$ cat config.mk
export PLATFORM = sky130hd
export DESIGN_NAME = frtc_top
export DESIGN_NICKNAME = d
export VERILOG_FILES = /design/src/include/frtc_pkg.sv /design/src/frtc_edge.sv /design/src/frtc_capreg.sv /design/src/frtc_top.sv
export SDC_FILE = /design/constraint.sdc
export NUM_CORES = 1
export LEC_CHECK = 0
export BUFFER_PORTS_ARGS = -buffer_cell sky130_fd_sc_hd__buf_2
export CORE_MARGIN = 2
export CORE_UTILIZATION = 48
export DETAILED_ROUTE_END_ITERATION = 10
export PLACE_DENSITY_LB_ADDON = 0.2
export SLEW_MARGIN = 20
export SYNTH_ARGS = -nofsm -noshare
export SYNTH_HDL_FRONTEND = slang
export SYNTH_SLANG_ARGS = --single-unit
$ cat constraint.sdc
create_clock -name hclk -period 3.5 [get_ports hclk]
set_clock_uncertainty 0.1 [all_clocks]
set_input_delay 0.525 -clock hclk [delete_from_list [all_inputs] [get_ports hclk]]
set_output_delay 0.525 -clock hclk [all_outputs]
set_load 0.02 [all_outputs]
$ cat src/include/frtc_pkg.sv
// Constants shared by the free-running timer and capture block.
// Assumes a single 100 MHz bus clock and byte-wide registers in 32-bit words.
`default_nettype none
package frtc_pkg;
   // ------------------------------------------------------------
   // Register indices (byte address is four times the index)
   // ------------------------------------------------------------
   localparam logic [7:0] IDX_CNT_LO = 8'h20;
   localparam logic [7:0] IDX_CNT_HI = 8'h21;
   localparam logic [7:0] IDX_C0_RISE = 8'h22;
   localparam logic [7:0] IDX_C1_RISE = 8'h23;
   localparam logic [7:0] IDX_C0_FALL = 8'h24;
   localparam logic [7:0] IDX_C1_FALL = 8'h25;
   localparam logic [7:0] IDX_CONFIG = 8'h2a;
   localparam logic [7:0] IDX_STATUS = 8'h2c;

   // Capture slots in status-bit order: ch0 rise, ch0 fall, ch1 rise, ch1 fall
   localparam int NUM_CAP = 4;
   localparam logic [7:0] CAP_IDX [NUM_CAP] = '{IDX_C0_RISE, IDX_C0_FALL, IDX_C1_RISE, IDX_C1_FALL};
   localparam int SLOT_C0_RISE = 0;
   localparam int SLOT_C0_FALL = 1;
   localparam int SLOT_C1_RISE = 2;
   localparam int SLOT_C1_FALL = 3;

   // ------------------------------------------------------------
   // Configuration fields
   // ------------------------------------------------------------
   localparam int CFG_HOLD_BIT = 7;
   localparam int CFG_SEL_HI = 6;
   localparam int CFG_SEL_LO = 4;
   localparam int CFG_WIDE_BIT = 3;
   localparam logic [7:0] CFG_WR_MASK = 8'hf8;
   localparam logic [7:0] CFG_RESET = 8'h00;

   // ------------------------------------------------------------
   // Widths and reset values
   // ------------------------------------------------------------
   localparam int CNT_W = 16;
   localparam int BYTE_W = 8;
   localparam logic [15:0] CNT_RESET = 16'h0000;
   localparam logic [7:0] BYTE_RESET = 8'h00;
   localparam logic [31:0] RDATA_RESET = 32'h0000_0000;

   // ------------------------------------------------------------
   // Periodic tick: 1024 us at a 4 MHz timebase
   // ------------------------------------------------------------
   localparam int PERIOD_US = 1024;
   localparam int TIMEBASE_MHZ = 4;
   localparam int PERIOD_TICKS = PERIOD_US * TIMEBASE_MHZ;
   localparam int PERIOD_BITS = $clog2(PERIOD_TICKS);

   // AHB encodings
   localparam logic [1:0] HTRANS_NONSEQ = 2'b10;
   localparam logic HRESP_OKAY = 1'b0;
endpackage
`default_nettype wire

$ cat src/frtc_edge.sv
// Two-stage synchroniser with rise and fall pulse detection.
// Assumes the input toggles slower than half the bus clock.
`timescale 1ns/1ps
`default_nettype none
module frtc_edge (
   input wire logic hclk,
   input wire logic hresetn,
   input wire logic pin_in,
   output logic rise,
   output logic fall
);
   logic meta_r;
   logic sync_r;
   logic prev_r;

   // ------------------------------------------------------------
   // Synchroniser and edge detect
   // ------------------------------------------------------------
   always_ff @(posedge hclk or negedge hresetn) begin
      if (!hresetn) begin
         meta_r <= 1'b0;
         sync_r <= 1'b0;
         prev_r <= 1'b0;
      end else begin
         meta_r <= pin_in;
         sync_r <= meta_r;
         prev_r <= sync_r;
      end
   end

   // Only the second stage and its delayed copy feed the detector
   assign rise = sync_r & ~prev_r;
   assign fall = ~sync_r & prev_r;
endmodule
`default_nettype wire

$ cat src/frtc_capreg.sv
// One 8-bit capture register with first-edge hold and a sticky status flag.
// Assumes load, read and clear strobes are single-cycle pulses.
`timescale 1ns/1ps
`default_nettype none
module frtc_capreg (
   input wire logic hclk,
   input wire logic hresetn,
   input wire logic load,
   input wire logic [7:0] value,
   input wire logic hold_first,
   input wire logic rd,
   input wire logic wr,
   input wire logic [7:0] wdata,
   input wire logic clr,
   output logic [7:0] data_r,
   output logic flag_r
);
   logic loaded_r;
   logic accept;

   // Held value blocks later edges until software reads it
   assign accept = load & ~(hold_first & loaded_r);

   // ------------------------------------------------------------
   // Data
   // ------------------------------------------------------------
   always_ff @(posedge hclk or negedge hresetn) begin
      if (!hresetn) begin
         data_r <= frtc_pkg::BYTE_RESET;
      end else if (wr) begin
         data_r <= wdata;
      end else if (accept) begin
         data_r <= value;
      end
   end

   // Load wins over a read in the same cycle
   always_ff @(posedge hclk or negedge hresetn) begin
      if (!hresetn) begin
         loaded_r <= 1'b0;
      end else if (accept) begin
         loaded_r <= 1'b1;
      end else if (rd) begin
         loaded_r <= 1'b0;
      end
   end

   // Set wins over a write-one clear
   always_ff @(posedge hclk or negedge hresetn) begin
      if (!hresetn) begin
         flag_r <= 1'b0;
      end else if (accept) begin
         flag_r <= 1'b1;
      end else if (clr) begin
         flag_r <= 1'b0;
      end
   end
endmodule
`default_nettype wire

$ cat src/frtc_top.sv
// Free-running 16-bit timer with two 8-bit edge-capture channels, AHB-Lite slave.
// Assumes the timebase and capture pins change slower than half of hclk.
`timescale 1ns/1ps
`default_nettype none
// How it works
// - 16-bit counter advances on each timebase clock rising edge; software can read it.
// - Timebase and bus accesses are brought together safely in one clock domain.
// - Reading low byte snapshots the high byte for an atomic 16-bit read.
// - Low byte write is held pending; high byte write loads all 16 bits.
// - Periodic interrupt every 1024 us with a 4 MHz timebase.
// - Separate interrupt when the counter wraps past its maximum.
// - Channel 0 rising edge loads the channel 0 rising register.
// - Channel 0 falling edge loads the channel 0 falling register.
// - In 8-bit mode channel 1 rising edge loads its rising register.
// - In 8-bit mode channel 1 falling edge loads its falling register.
// - In 8-bit mode the window select picks which counter bits are stored.
// - In 16-bit mode channel 0 rising stores low and high bytes together.
// - In 16-bit mode channel 0 falling stores low and high bytes together.
// - Window codes 0 to 7 select counter bits [7:0] up to [14:7].
// - With hold set, a loaded register ignores edges until read.
// - Wide enable turns channel 1 into the upper byte of channel 0.
// - Each load sets a status flag; writing one clears it.
module frtc_top #(
   parameter int ADDR_W = 12
) (
   input wire logic hclk,
   input wire logic hresetn,
   input wire logic hsel,
   input wire logic [ADDR_W-1:0] haddr,
   input wire logic [1:0] htrans,
   input wire logic hwrite,
   input wire logic [2:0] hsize,
   input wire logic [31:0] hwdata,
   input wire logic hready,
   output logic hreadyout,
   output logic hresp,
   output logic [31:0] hrdata,
   input wire logic capture_timebase_clock,
   input wire logic capture_input_0,
   input wire logic capture_input_1,
   output logic periodic_irq,
   output logic overflow_irq,
   output logic capture_irq
);
   localparam int NC = frtc_pkg::NUM_CAP;

   logic [15:0] count_r;
   logic [7:0] hold_hi_r;
   logic [7:0] pend_lo_r;
   logic [7:0] cfg_r;
   logic [31:0] hrdata_r;
   logic dph_wr_r;
   logic [7:0] dph_idx_r;
   logic periodic_r;
   logic overflow_r;

   logic tick;
   logic rise0, fall0, rise1, fall1;
   logic ap_valid;
   logic [7:0] ap_idx;
   logic ap_rd;
   logic [7:0] wbyte;
   logic hold_first;
   logic wide;
   logic [2:0] win_sel;
   logic [15:0] shifted;
   logic [7:0] win8;
   logic [7:0] rd_mux;

   logic [NC-1:0] cap_load;
   logic [NC-1:0] cap_rd;
   logic [NC-1:0] cap_wr;
   logic [NC-1:0] cap_clr;
   logic [NC-1:0] cap_flag;
   logic [7:0] cap_val [NC];
   logic [7:0] cap_data [NC];

   // ------------------------------------------------------------
   // Pin synchronisers
   // ------------------------------------------------------------
   // Timebase rising edges become one-cycle ticks in the bus clock domain
   frtc_edge u_tb (
      .hclk(hclk),
      .hresetn(hresetn),
      .pin_in(capture_timebase_clock),
      .rise(tick),
      .fall()
   );

   frtc_edge u_in0 (
      .hclk(hclk),
      .hresetn(hresetn),
      .pin_in(capture_input_0),
      .rise(rise0),
      .fall(fall0)
   );

   frtc_edge u_in1 (
      .hclk(hclk),
      .hresetn(hresetn),
      .pin_in(capture_input_1),
      .rise(rise1),
      .fall(fall1)
   );

   // ------------------------------------------------------------
   // Bus decode
   // ------------------------------------------------------------
   assign ap_valid = hsel & hready & (htrans == frtc_pkg::HTRANS_NONSEQ);
   assign ap_idx = haddr[9:2];
   assign ap_rd = ap_valid & ~hwrite;
   assign wbyte = hwdata[7:0];
   assign hreadyout = 1'b1;
   assign hresp = frtc_pkg::HRESP_OKAY;
   assign hrdata = hrdata_r;

   always_ff @(posedge hclk or negedge hresetn) begin
      if (!hresetn) begin
         dph_wr_r <= 1'b0;
         dph_idx_r <= frtc_pkg::BYTE_RESET;
      end else begin
         dph_wr_r <= ap_valid & hwrite;
         dph_idx_r <= ap_idx;
      end
   end

   // ------------------------------------------------------------
   // Configuration
   // ------------------------------------------------------------
   always_ff @(posedge hclk or negedge hresetn) begin
      if (!hresetn) begin
         cfg_r <= frtc_pkg::CFG_RESET;
      end else if (dph_wr_r && dph_idx_r == frtc_pkg::IDX_CONFIG) begin
         cfg_r <= wbyte & frtc_pkg::CFG_WR_MASK;
      end
   end

   assign hold_first = cfg_r[frtc_pkg::CFG_HOLD_BIT];
   assign wide = cfg_r[frtc_pkg::CFG_WIDE_BIT];
   assign win_sel = cfg_r[frtc_pkg::CFG_SEL_HI:frtc_pkg::CFG_SEL_LO];

   // ------------------------------------------------------------
   // Free-running counter
   // ------------------------------------------------------------
   // A write of the high byte beats a tick in the same cycle
   always_ff @(posedge hclk or negedge hresetn) begin
      if (!hresetn) begin
         count_r <= frtc_pkg::CNT_RESET;
      end else if (dph_wr_r && dph_idx_r == frtc_pkg::IDX_CNT_HI) begin
         count_r <= {wbyte, pend_lo_r};
      end else if (tick) begin
         count_r <= count_r + 16'h0001;
      end
   end

   // Low byte waits here until the high byte arrives
   always_ff @(posedge hclk or negedge hresetn) begin
      if (!hresetn) begin
         pend_lo_r <= frtc_pkg::BYTE_RESET;
      end else if (dph_wr_r && dph_idx_r == frtc_pkg::IDX_CNT_LO) begin
         pend_lo_r <= wbyte;
      end
   end

   // Snapshot taken at the same edge that latches the low byte read
   always_ff @(posedge hclk or negedge hresetn) begin
      if (!hresetn) begin
         hold_hi_r <= frtc_pkg::BYTE_RESET;
      end else if (ap_rd && ap_idx == frtc_pkg::IDX_CNT_LO) begin
         hold_hi_r <= count_r[15:8];
      end
   end

   // ------------------------------------------------------------
   // Timer interrupts
   // ------------------------------------------------------------
   always_ff @(posedge hclk or negedge hresetn) begin
      if (!hresetn) begin
         periodic_r <= 1'b0;
      end else begin
         periodic_r <= tick & (&count_r[frtc_pkg::PERIOD_BITS-1:0]);
      end
   end

   always_ff @(posedge hclk or negedge hresetn) begin
      if (!hresetn) begin
         overflow_r <= 1'b0;
      end else begin
         overflow_r <= tick & (&count_r);
      end
   end

   assign periodic_irq = periodic_r;
   assign overflow_irq = overflow_r;
   assign capture_irq = |cap_flag;

   // ------------------------------------------------------------
   // Capture routing
   // ------------------------------------------------------------
   assign shifted = count_r >> win_sel;
   assign win8 = shifted[7:0];

   always_comb begin
      cap_load[frtc_pkg::SLOT_C0_RISE] = rise0;
      cap_load[frtc_pkg::SLOT_C0_FALL] = fall0;
      cap_val[frtc_pkg::SLOT_C0_RISE] = wide ? count_r[7:0] : win8;
      cap_val[frtc_pkg::SLOT_C0_FALL] = wide ? count_r[7:0] : win8;
      if (wide) begin
         // Channel 1 pins ignored; its registers take the upper byte
         cap_load[frtc_pkg::SLOT_C1_RISE] = rise0;
         cap_load[frtc_pkg::SLOT_C1_FALL] = fall0;
         cap_val[frtc_pkg::SLOT_C1_RISE] = count_r[15:8];
         cap_val[frtc_pkg::SLOT_C1_FALL] = count_r[15:8];
      end else begin
         cap_load[frtc_pkg::SLOT_C1_RISE] = rise1;
         cap_load[frtc_pkg::SLOT_C1_FALL] = fall1;
         cap_val[frtc_pkg::SLOT_C1_RISE] = win8;
         cap_val[frtc_pkg::SLOT_C1_FALL] = win8;
      end
   end

   // ------------------------------------------------------------
   // Capture registers
   // ------------------------------------------------------------
   for (genvar i = 0; i < NC; i++) begin : g_cap
      assign cap_rd[i] = ap_rd & (ap_idx == frtc_pkg::CAP_IDX[i]);
      assign cap_wr[i] = dph_wr_r & (dph_idx_r == frtc_pkg::CAP_IDX[i]);
      assign cap_clr[i] = dph_wr_r & (dph_idx_r == frtc_pkg::IDX_STATUS) & wbyte[i];

      frtc_capreg u_cap (
         .hclk(hclk),
         .hresetn(hresetn),
         .load(cap_load[i]),
         .value(cap_val[i]),
         .hold_first(hold_first),
         .rd(cap_rd[i]),
         .wr(cap_wr[i]),
         .wdata(wbyte),
         .clr(cap_clr[i]),
         .data_r(cap_data[i]),
         .flag_r(cap_flag[i])
      );
   end

   // ------------------------------------------------------------
   // Read data
   // ------------------------------------------------------------
   always_comb begin
      rd_mux = frtc_pkg::BYTE_RESET;
      if (ap_idx == frtc_pkg::IDX_CNT_LO) begin
         rd_mux = count_r[7:0];
      end else if (ap_idx == frtc_pkg::IDX_CNT_HI) begin
         rd_mux = hold_hi_r;
      end else if (ap_idx == frtc_pkg::IDX_CONFIG) begin
         rd_mux = cfg_r;
      end else if (ap_idx == frtc_pkg::IDX_STATUS) begin
         rd_mux = {4'h0, cap_flag};
      end else begin
         for (int k = 0; k < NC; k++) begin
            if (ap_idx == frtc_pkg::CAP_IDX[k]) begin
               rd_mux = cap_data[k];
            end
         end
      end
   end

   // Read data registered at the address phase, so no wait states
   always_ff @(posedge hclk or negedge hresetn) begin
      if (!hresetn) begin
         hrdata_r <= frtc_pkg::RDATA_RESET;
      end else if (ap_rd) begin
         hrdata_r <= {24'h000000, rd_mux};
      end
   end
endmodule
`default_nettype wire

# Word level (Yosys, flattened, before mapping)
# Index checks and enable logic that the tools add are counted.
totals:
  register_bits: 105
  in_bits: 57
  out_inout_bits: 37
op_classes:
  add_sub_neg: 1
  n_eq_ne: 17
  shifts: 1
  mux: 37
  n_bitwise: 42
  n_reduce_logical: 20
op_table:
  columns: ["cell", "count"]
  rows:
  - ["$mux 8", 17]
  - ["$eq 8x6->1 const B", 16]
  - ["$mux 16", 3]
  - ["$and 1x1->1", 32]
  - ["$reduce_bool 2->1", 13]
  - ["$add 16x1->16 const B", 1]
  - ["$mux 1", 16]
  - ["$reduce_and 16->1", 1]
  - ["$shr 16x3->8", 1]
  - ["$reduce_and 12->1", 1]
  - ["$not 1->1", 10]
  - ["$logic_and 1x1->1", 4]
  - ["$reduce_or 4->1", 1]
  - ["$eq 2x2->1 const B", 1]
  - ["$mux 2", 1]

# Logic depth before layout (Yosys ltp)
# Gate-level depths: netlist of the first run.
depth:
  word_depth: 9
  ltp_mapped: 8
  mapped_depth_nobuf: 6

# Cells and area by module
# From an unflattened synthesis of the first run, not the netlist that was laid out.
hier_totals:
  cells_unflattened: 573
  hier_area_um2: 6055.8
by_module_without_submodules:
  columns: ["mod", "instances", "cells_each", "area_each_um2", "seq_area_each_um2"]
  rows:
  - ["frtc_top", 1, 422, 3733.6, 1401.3]
  - ["frtc_capreg", 4, 34, 513.0, 250.2]
  - ["frtc_edge", 3, 5, 90.1, 75.1]

# Least setup slack after synthesis of the first run
# Ideal clock, no wire load.
synth_timing:
  path_type: "input -> register"
  start: "input port haddr[6]"
  end: "register hold_hi_r[5]"
  setup_time_ns: 0.125
  arrival_time_ns: 2.521
  path_slack_ns: 0.753
  path_stages: 7
  path_buffers: 3
  path_cell_list: "or4b_1 -> buf_2 -> or4_4 -> or3_1 -> buf_6 -> buf_8 -> mux2_4"
synth_between:
  elab_chain_len: 2
synth_rtl:
  columns: ["element", "line", "source"]
  rows:
  - ["start, declared", "frtc_top.sv:29", "input wire logic [ADDR_W-1:0] haddr,"]
  - ["$eq 8x6->1", "frtc_top.sv:169", "end else if (ap_rd && ap_idx == frtc_pkg::IDX_CNT_LO) begin"]
  - ["$logic_and 1x1->1", "frtc_top.sv:169", null]
  - ["end signal, assigned", "frtc_top.sv:168", "hold_hi_r <= frtc_pkg::BYTE_RESET;"]
  - ["end signal, assigned", "frtc_top.sv:170", "hold_hi_r <= count_r[15:8];"]
  - ["end, declared", "frtc_top.sv:48", "logic [7:0] hold_hi_r;"]
# Every way passes these cells.
# A chain may end at the register's enable or synchronous reset.

# Worst setup path after layout of the first run
# Ends and elaborated chain as after synthesis.

==> metrics.md, run 1 <==
| Metric | Value |
|---|---|
| Result of the run | `completed` |
| Ordered list of cells on the worst path | `buf_2 -> or4b_1 -> or4_4 -> or3_1 -> mux2_4` |
| RR Endpoint | `g_cap[3].u_cap.data_r[7]` |
| Number of nets in the final layout | `664` |
| Instance count of the mapped netlist | `594` |
| Fill cells | `1,043` |
| Vertical extent of the die | `113 um` |
| Simple-gate area share of the yosys netlist | `17.1%` |
| Final number of setup-violating endpoints | `0` |
| Total of cells resized after clock tree synthesis | `0` |
| Area after DPL | `5850 sq um` |
| Critical Path Max Stage Delay | `0.64 ns` |
| Largest fanout on the critical path | `14` |
| Leak pwr | `2.57 nW` |
| Startpoint-to-endpoint class of the critical path | `in -> reg` |
| Sum of routed wire length over all layers | `16,100 um` |
| Overflow left after global routing | `0` |
| Maximum achievable frequency | `0.390 GHz` |
| Hold buffer count at CTS | `0` |
| XOR/XNOR share of the synthesized area | `2.31%` |
| Max-Cap Viols | `0` |
| Cell with the largest stage delay on the worst path | `sky130_fd_sc_hd__or3_1` |
| Async set or reset register ratio after synthesis | `100%` |
| Post-placement worst setup slack | `0.575 ns` |
| Maximum vdd ir drop | `339 uV` |
| Number of distinct library cells after synthesis | `54` |
| DRC marker count from the first detailed-route iteration | `616` |
| Detailed-router iteration count before antenna repair | `5` |
| Min-delay worst type | `in -> async` |
| Pins over their slew limit | `0` |
| Arrival @ worst endpoint | `2.71 ns` |
| DP Cell Count | `738` |
| Antenna Nets Post-Route | `0` |
| Per-cell routed wire length | `21.3 um` |
| Sequential cell area fraction in the yosys report | `46.2%` |
| Worst-skew pair later-pin latency | `0.36 ns` |
| Clock transition at the registers of the reported paths | `0.07 ns` |
| Multiplexer area fraction after synthesis | `7.25%` |
| Finished layout cell area | `6150 sq um` |
| Maximum clock insertion buffer count | `2` |
| Worst r2r src | `dph_idx_r[0]` |
| Global-route wire length before repair | `25,300 um` |
| Transition time at the pin with the least slew margin | `0.955 ns` |
| Cell type with the largest total area after synthesis | `sky130_fd_sc_hd__dfrtp_1` |
| Full die area | `12,700 sq um` |
| Max H-tree Level | `3` |
| Synthesis-to-layout area growth | `8.21%` |
| Non-filler cells, final | `754` |
| Fraction of synthesized cell area taken by the top area cell type | `46.2%` |
| Horizontal die dimension | `113 um` |
| Setup repair after global routing missed its margin | `false` |
| Cell at the root of the clock tree | `sky130_fd_sc_hd__clkbuf_16` |
| Most frequent standard cell in the layout excluding fill and tap cells | `sky130_fd_sc_hd__dfrtp_1` |
| Adder and majority cell fraction of the synthesized area | `0.220%` |
| Multi-input logic area | `2750 sq um` |
| Top post-synthesis cells by area | `sky130_fd_sc_hd__dfrtp_1, sky130_fd_sc_hd__buf_4, sky130_fd_sc_hd__mux2_2` |
| Clk sink count | `105` |
| Req. time, crit path | `3.64 ns` |
| Dominant combinational cell family by area after synthesis | `compound AO/OA/AOI/OAI gates` |
| CTS tree | `yes` |
| Ratio of cells with drive above 1 in the final layout | `14.6%` |
| Cts bufs inserted | `9` |
| Final worst path period need | `2.56 ns` |
| Worst setup slack after layout | `0.937 ns` |
| Vias in the first global route | `4,503` |
| Maximum number of pins on one net before global-route repair | `61` |
| Post-CTS setup buffer count | `0` |
| Total number of vias | `4,768` |
| Critical Path Source Type | `primary input` |
| Worst reg2reg path depth | `4` |
| IO Port Bufs | `36` |
| DRC violation count after routing | `0` |
| Worst setup EP type | `flop` |
| Total I/O pin count | `94` |
| Core area | `11,500 sq um` |
| FP Rows | `39` |
| Compound-cell area share of the yosys netlist | `19.8%` |
| Max_slew headroom | `36.1%` |
| Post-DP HPWL | `11,200 um` |
| Gpl congestion | `0.909` |
| Mean instance size in the synthesized netlist | `9.57 sq um` |
| Yosys Warn Count | `0` |
| Count of flip-flops with a built-in enable after synthesis | `0` |
| Crit share post-route | `73.2%` |
| GRT Util Overall | `26.0%` |
| Minimum setup slack among reg-to-reg paths | `1.12 ns` |
| Antenna violations before repair | `0` |
| Netlist area before placement | `5680 sq um` |
| Initial standard-cell utilization of the core | `49.5%` |
| PD cells | `520 nW/um^2` |
| Register area | `2630 sq um` |
| Final count of hold timing violations | `0` |
| Flip-flop and latch count after synthesis | `105` |
| Antenna Diode Count | `0` |
| Most frequent cells in the layout | `sky130_fd_sc_hd__dfrtp_1, sky130_fd_sc_hd__nand2_1, sky130_fd_sc_hd__nor2_1, sky130_fd_sc_hd__a21oi_1, sky130_fd_sc_hd__buf_2` |
| Vias per inst | `6.32` |
| Final setup TNS | `0 ns` |
| Top_reg_cell synth | `sky130_fd_sc_hd__dfrtp_1` |
final cells by class:
type                       instances  area share (%)
timing repair buffer              47            4.52
sequential                       105            42.7
clock inverter                     5           0.875
inverter                           4           0.244
clock buffer                      11            3.95
tap                              143            2.91
multi-input combinational        439            44.8
Yosys cell counts (3+ instances only):
cell type / instances
sky130_fd_sc_hd__o21ai_0: 27
sky130_fd_sc_hd__a21oi_1: 35
sky130_fd_sc_hd__or2_2: 3
sky130_fd_sc_hd__a21o_1: 21
sky130_fd_sc_hd__xor2_1: 5
sky130_fd_sc_hd__mux2_2: 17
sky130_fd_sc_hd__a221oi_1: 4
sky130_fd_sc_hd__a31oi_1: 16
sky130_fd_sc_hd__buf_2: 3
sky130_fd_sc_hd__a222oi_1: 4
sky130_fd_sc_hd__nand3_1: 18
sky130_fd_sc_hd__a221o_1: 3
sky130_fd_sc_hd__a211oi_1: 4
sky130_fd_sc_hd__a22oi_1: 11
sky130_fd_sc_hd__inv_1: 4
sky130_fd_sc_hd__nor2b_1: 5
sky130_fd_sc_hd__clkbuf_1: 35
sky130_fd_sc_hd__nor4_1: 9
sky130_fd_sc_hd__nand3b_1: 4
sky130_fd_sc_hd__mux2i_1: 19
sky130_fd_sc_hd__nand4b_1: 4
sky130_fd_sc_hd__o211ai_1: 3
sky130_fd_sc_hd__xnor2_1: 10
sky130_fd_sc_hd__a311oi_1: 14
sky130_fd_sc_hd__buf_1: 4
sky130_fd_sc_hd__nor2_1: 46
sky130_fd_sc_hd__o21a_1: 6
sky130_fd_sc_hd__nor3b_1: 5
sky130_fd_sc_hd__dfrtp_1: 105
sky130_fd_sc_hd__nand2b_1: 11
sky130_fd_sc_hd__buf_4: 26
sky130_fd_sc_hd__nor3_1: 8
sky130_fd_sc_hd__and2_1: 3
sky130_fd_sc_hd__nand4_1: 5
sky130_fd_sc_hd__or4_1: 3
sky130_fd_sc_hd__o22ai_1: 22
sky130_fd_sc_hd__nand2_1: 49
worst max-delay path, delay by kind of cell:
family | cells | cell delay [ns]
and+or+nand+nor | 3 | 1.69
buffers and inverters | 1 | 0.10
muxes | 1 | 0.39
kinds of logic after synthesis:
| group | count (synthesis) |
|---|---|
| simple gates | 188 |
| fa+ha+maj | 1 |
| mux | 38 |
| flops | 105 |
| compound gates | 171 |
| buf+inv | 74 |
| xor+xnor | 15 |
| other cells | 2 |
flip-flops by register name, indices dropped and copies added, names as in the netlist, 4 cells and up:
name	cells
g_cap.u_cap.loaded_r	4
g_cap.u_cap.data_r	32
pend_lo_r	8
cfg_r	5
dph_idx_r	8
hrdata	8
hold_hi_r	8
g_cap.u_cap.flag_r	4
count_r	16
power by group:
| part | switching [mW] | internal (mW) |
|---|---|---|
| Clock | 0.456 | 0.574 |
| Combinational | 0.342 | 0.242 |
| Sequential | 0.208 | 1.37 |
stage by stage:
| stage | hold WS [ns] | utilization [%] | total power, mW |
|---|---|---|---|
| floorplan | 0.129 | - | 1.96 |
| finish | 0.156 | 53.6 | 3.20 |
| CTS | 0.161 | 53.6 | 3.20 |
| global route | 0.166 | 53.6 | 3.35 |
| global placement | 0.235 | 51.0 | 2.15 |
| detailed placement | 0.236 | 51.0 | 2.17 |
metal layers:
metal  up-vias  GRT usage [%]  wire [um]
met1      2326           36.1       6880
met3        36           7.07       1590
met5         -              0          0
li1       2152              -          -
met4         0           12.5        541
met2       254           37.8       7060
worst max path at each step:
stage / startpoint / endpoint / slack, ns / depth (start not counted)
final: haddr[6] / hold_hi_r[5] / 0.94 / 5
after global routing: haddr[6] / hold_hi_r[5] / 0.87 / 5
after CTS: haddr[6] / hold_hi_r[5] / 0.94 / 5
after detailed placement: haddr[6] / hold_hi_r[6] / 0.58 / 5
after global placement: haddr[6] / hold_hi_r[5] / 0.60 / 5
after floorplan: haddr[6] / hold_hi_r[5] / 0.75 / 7
Note: power is estimated with default switching activity, not from simulation.
==> inputs of run 2 (changes only) <==
==> constraint.sdc (replaced) <==
create_clock -name hclk -period 2.24 [get_ports hclk]
set_clock_uncertainty 0.1 [all_clocks]
set_input_delay 0.336 -clock hclk [delete_from_list [all_inputs] [get_ports hclk]]
set_output_delay 0.336 -clock hclk [all_outputs]
set_load 0.02 [all_outputs]
==> run 2 against run 1 <==
Routed wire length increased by 1.8%. Critical path type is now reg -> reg. Largest cell class unchanged. Cell area increased by 5.2%. Sequential share of layout area fell by 2.1 points. Hold slack got worse by 0.15 ns. Non-clock buffer count grew 34.
==> metrics.md, run 2 (synthesis results as in run 1) <==
| Metric | Value |
|---|---|
| Result of the run | `completed` |
| DRC violation count after routing | `0` |
| Final count of hold timing violations | `0` |
| Pins over their slew limit | `0` |
| Largest fanout on the critical path | `16` |
| Multi-input logic area | `2770 sq um` |
| Overflow left after global routing | `0` |
| Startpoint-to-endpoint class of the critical path | `reg -> reg` |
| GR Util met1 | `36.0%` |
| Final setup TNS | `0 ns` |
| Leak pwr | `2.74 nW` |
| Sum of routed wire length over all layers | `16,400 um` |
| DRC marker count from the first detailed-route iteration | `532` |
| Largest register by flop count | `g_cap.u_cap.data_r` |
| Antenna violations before repair | `0` |
| Crit share post-route | `95.6%` |
| Core area | `11,500 sq um` |
| Register area | `2630 sq um` |
| CTS tree | `yes` |
| Total I/O pin count | `94` |
| Busiest metal layer after global routing | `met2` |
| Total number of vias | `4,810` |
| Flip-flop count of the largest register, all copies and words added | `32` |
| FP Rows | `39` |
| Worst reg2reg path depth | `6` |
| Worst-skew pair later-pin latency | `0.36 ns` |
| Gpl congestion | `0.979` |
| Max-Cap Viols | `0` |
| Per-cell routed wire length | `20.8 um` |
| Cell at the root of the clock tree | `sky130_fd_sc_hd__clkbuf_16` |
| Arrival @ worst endpoint | `2.28 ns` |
| Maximum achievable frequency | `0.467 GHz` |
| Post-DP HPWL | `11,500 um` |
| Final core occ | `56.4%` |
| Vertical extent of the die | `113 um` |
| Maximum clock insertion buffer count | `2` |
| Global-route wire length before repair | `25,600 um` |
| Min-delay worst type | `in -> reg` |
| Worst r2r src | `dph_idx_r[7]` |
| Max H-tree Level | `3` |
| IO Port Bufs | `36` |
| Worst setup EP type | `flop` |
| Final number of setup-violating endpoints | `0` |
| Maximum number of pins on one net before global-route repair | `52` |
| Critical Path Max Stage Delay | `0.49 ns` |
| Initial standard-cell utilization of the core | `49.5%` |
| Antenna Nets Post-Route | `0` |
| DP Cell Count | `765` |
| RR Endpoint | `g_cap[1].u_cap.data_r[2]` |
| Most frequent cells in the layout | `sky130_fd_sc_hd__dfrtp_1, sky130_fd_sc_hd__nand2_1, sky130_fd_sc_hd__nor2_1, sky130_fd_sc_hd__buf_4` |
| Vias per inst | `6.12` |
| Transition time at the pin with the least slew margin | `0.516 ns` |
| Met2 track demand over resource | `40.1%` |
| PD cells | `798 nW/um^2` |
| Design Power | `5.16 mW` |
| GR met3 Demand/Resource | `8.62%` |
| Number of nets in the final layout | `698` |
| Max_slew headroom | `65.5%` |
| Full die area | `12,700 sq um` |
| Most frequent standard cell in the layout excluding fill and tap cells | `sky130_fd_sc_hd__dfrtp_1` |
| Clock transition at the registers of the reported paths | `0.07 ns` |
| Horizontal die dimension | `113 um` |
| Vias in the first global route | `4,673` |
| Critical Path Source Type | `flop` |
| Critical Path End | `g_cap[1].u_cap.data_r[2]` |
| Ratio of cells with drive above 1 in the final layout | `18.7%` |
| Antenna Diode Count | `0` |
| Clk sink count | `105` |
| Fill cells | `1,024` |
| Setup repair after global routing missed its margin | `false` |
| Maximum vdd ir drop | `622 uV` |
| Synthesis-to-layout area growth | `13.8%` |
| Cts bufs inserted | `9` |
| Non-filler cells, final | `786` |
| Worst setup path startpoint | `dph_idx_r[7]` |
| Minimum setup slack among reg-to-reg paths | `0.1 ns` |
| Detailed-router iteration count before antenna repair | `5` |
| Req. time, crit path | `2.38 ns` |
| GRT Util Overall | `26.4%` |
| Largest registers | `g_cap.u_cap.data_r x32, count_r x16` |
| Final worst path period need | `2.14 ns` |
| Cell with the largest stage delay on the worst path | `sky130_fd_sc_hd__or3b_2` |
| Ordered list of cells on the worst path | `or3b_2 -> or2_2 -> nor4_2 -> buf_6 -> a311oi_1 -> a21o_1` |
run 2: final cells by class:
cell class	instances	area share, %
Tap cell	143	2.77
Clock inverter	3	1.01
Inverter	4	0.232
Multi-Input combinational cell	439	42.9
Clock buffer	11	3.91
Timing Repair Buffer	81	8.57
Sequential cell	105	40.7
run 2: timing repair:
item	4_1_cts	5_1_grt
hold buffers	7	0
buffers inserted	0	0
gates resized for setup	0	6
endpoints found under the setup margin	0	10
endpoints found under the hold margin	27	0
run 2: power breakdown:
| group | total, mW | switching (mW) | internal, mW |
|---|---|---|---|
| sequential | 2.43 | 0.286 | 2.15 |
| combinational | 1.01 | 0.575 | 0.435 |
| clock | 1.71 | 0.688 | 1.03 |
run 2: worst max-delay path: cells and delay by family (launching register included):
| family | cells | cell delay (ns) |
|---|---|---|
| and+or+nand+nor | 3 | 1.04 |
| AOI/OAI and AO/OA | 2 | 0.26 |
| DFF | 1 | 0.39 |
| buffers and inverters | 1 | 0.24 |
run 2: worst min path at each step:
stage	endpoint	start	cells past startpoint
floorplan	cfg_r[3]	hresetn	0
global placement	periodic_irq	hresetn	1
detailed placement	periodic_irq	hresetn	1
CTS	dph_idx_r[4]	haddr[6]	1
global route	dph_idx_r[4]	haddr[6]	1
finish	dph_idx_r[4]	haddr[6]	1
run 2: through the flow:
stage          area, sq um  setup slack [ns]  hold WS (ns)
6_report              6470            0.0988       0.00856
5_1_grt               6470           0.00497       0.00488
4_1_cts               6450            0.0616       0.00114
3_5_place_dp          6060            -0.263         0.155
3_3_place_gp          6060            -0.228         0.145
2_1_floorplan         5790            -0.315       -0.0596
run 2: metal layers:
layer | wire, um | part of all wire, % | up-vias
li1 | - | - | 2212
met3 | 1540 | 9.4 | 23
met5 | 0 | 0 | -
met2 | 7390 | 45 | 229
met4 | 401 | 2.5 | 0
met1 | 7030 | 43 | 2346
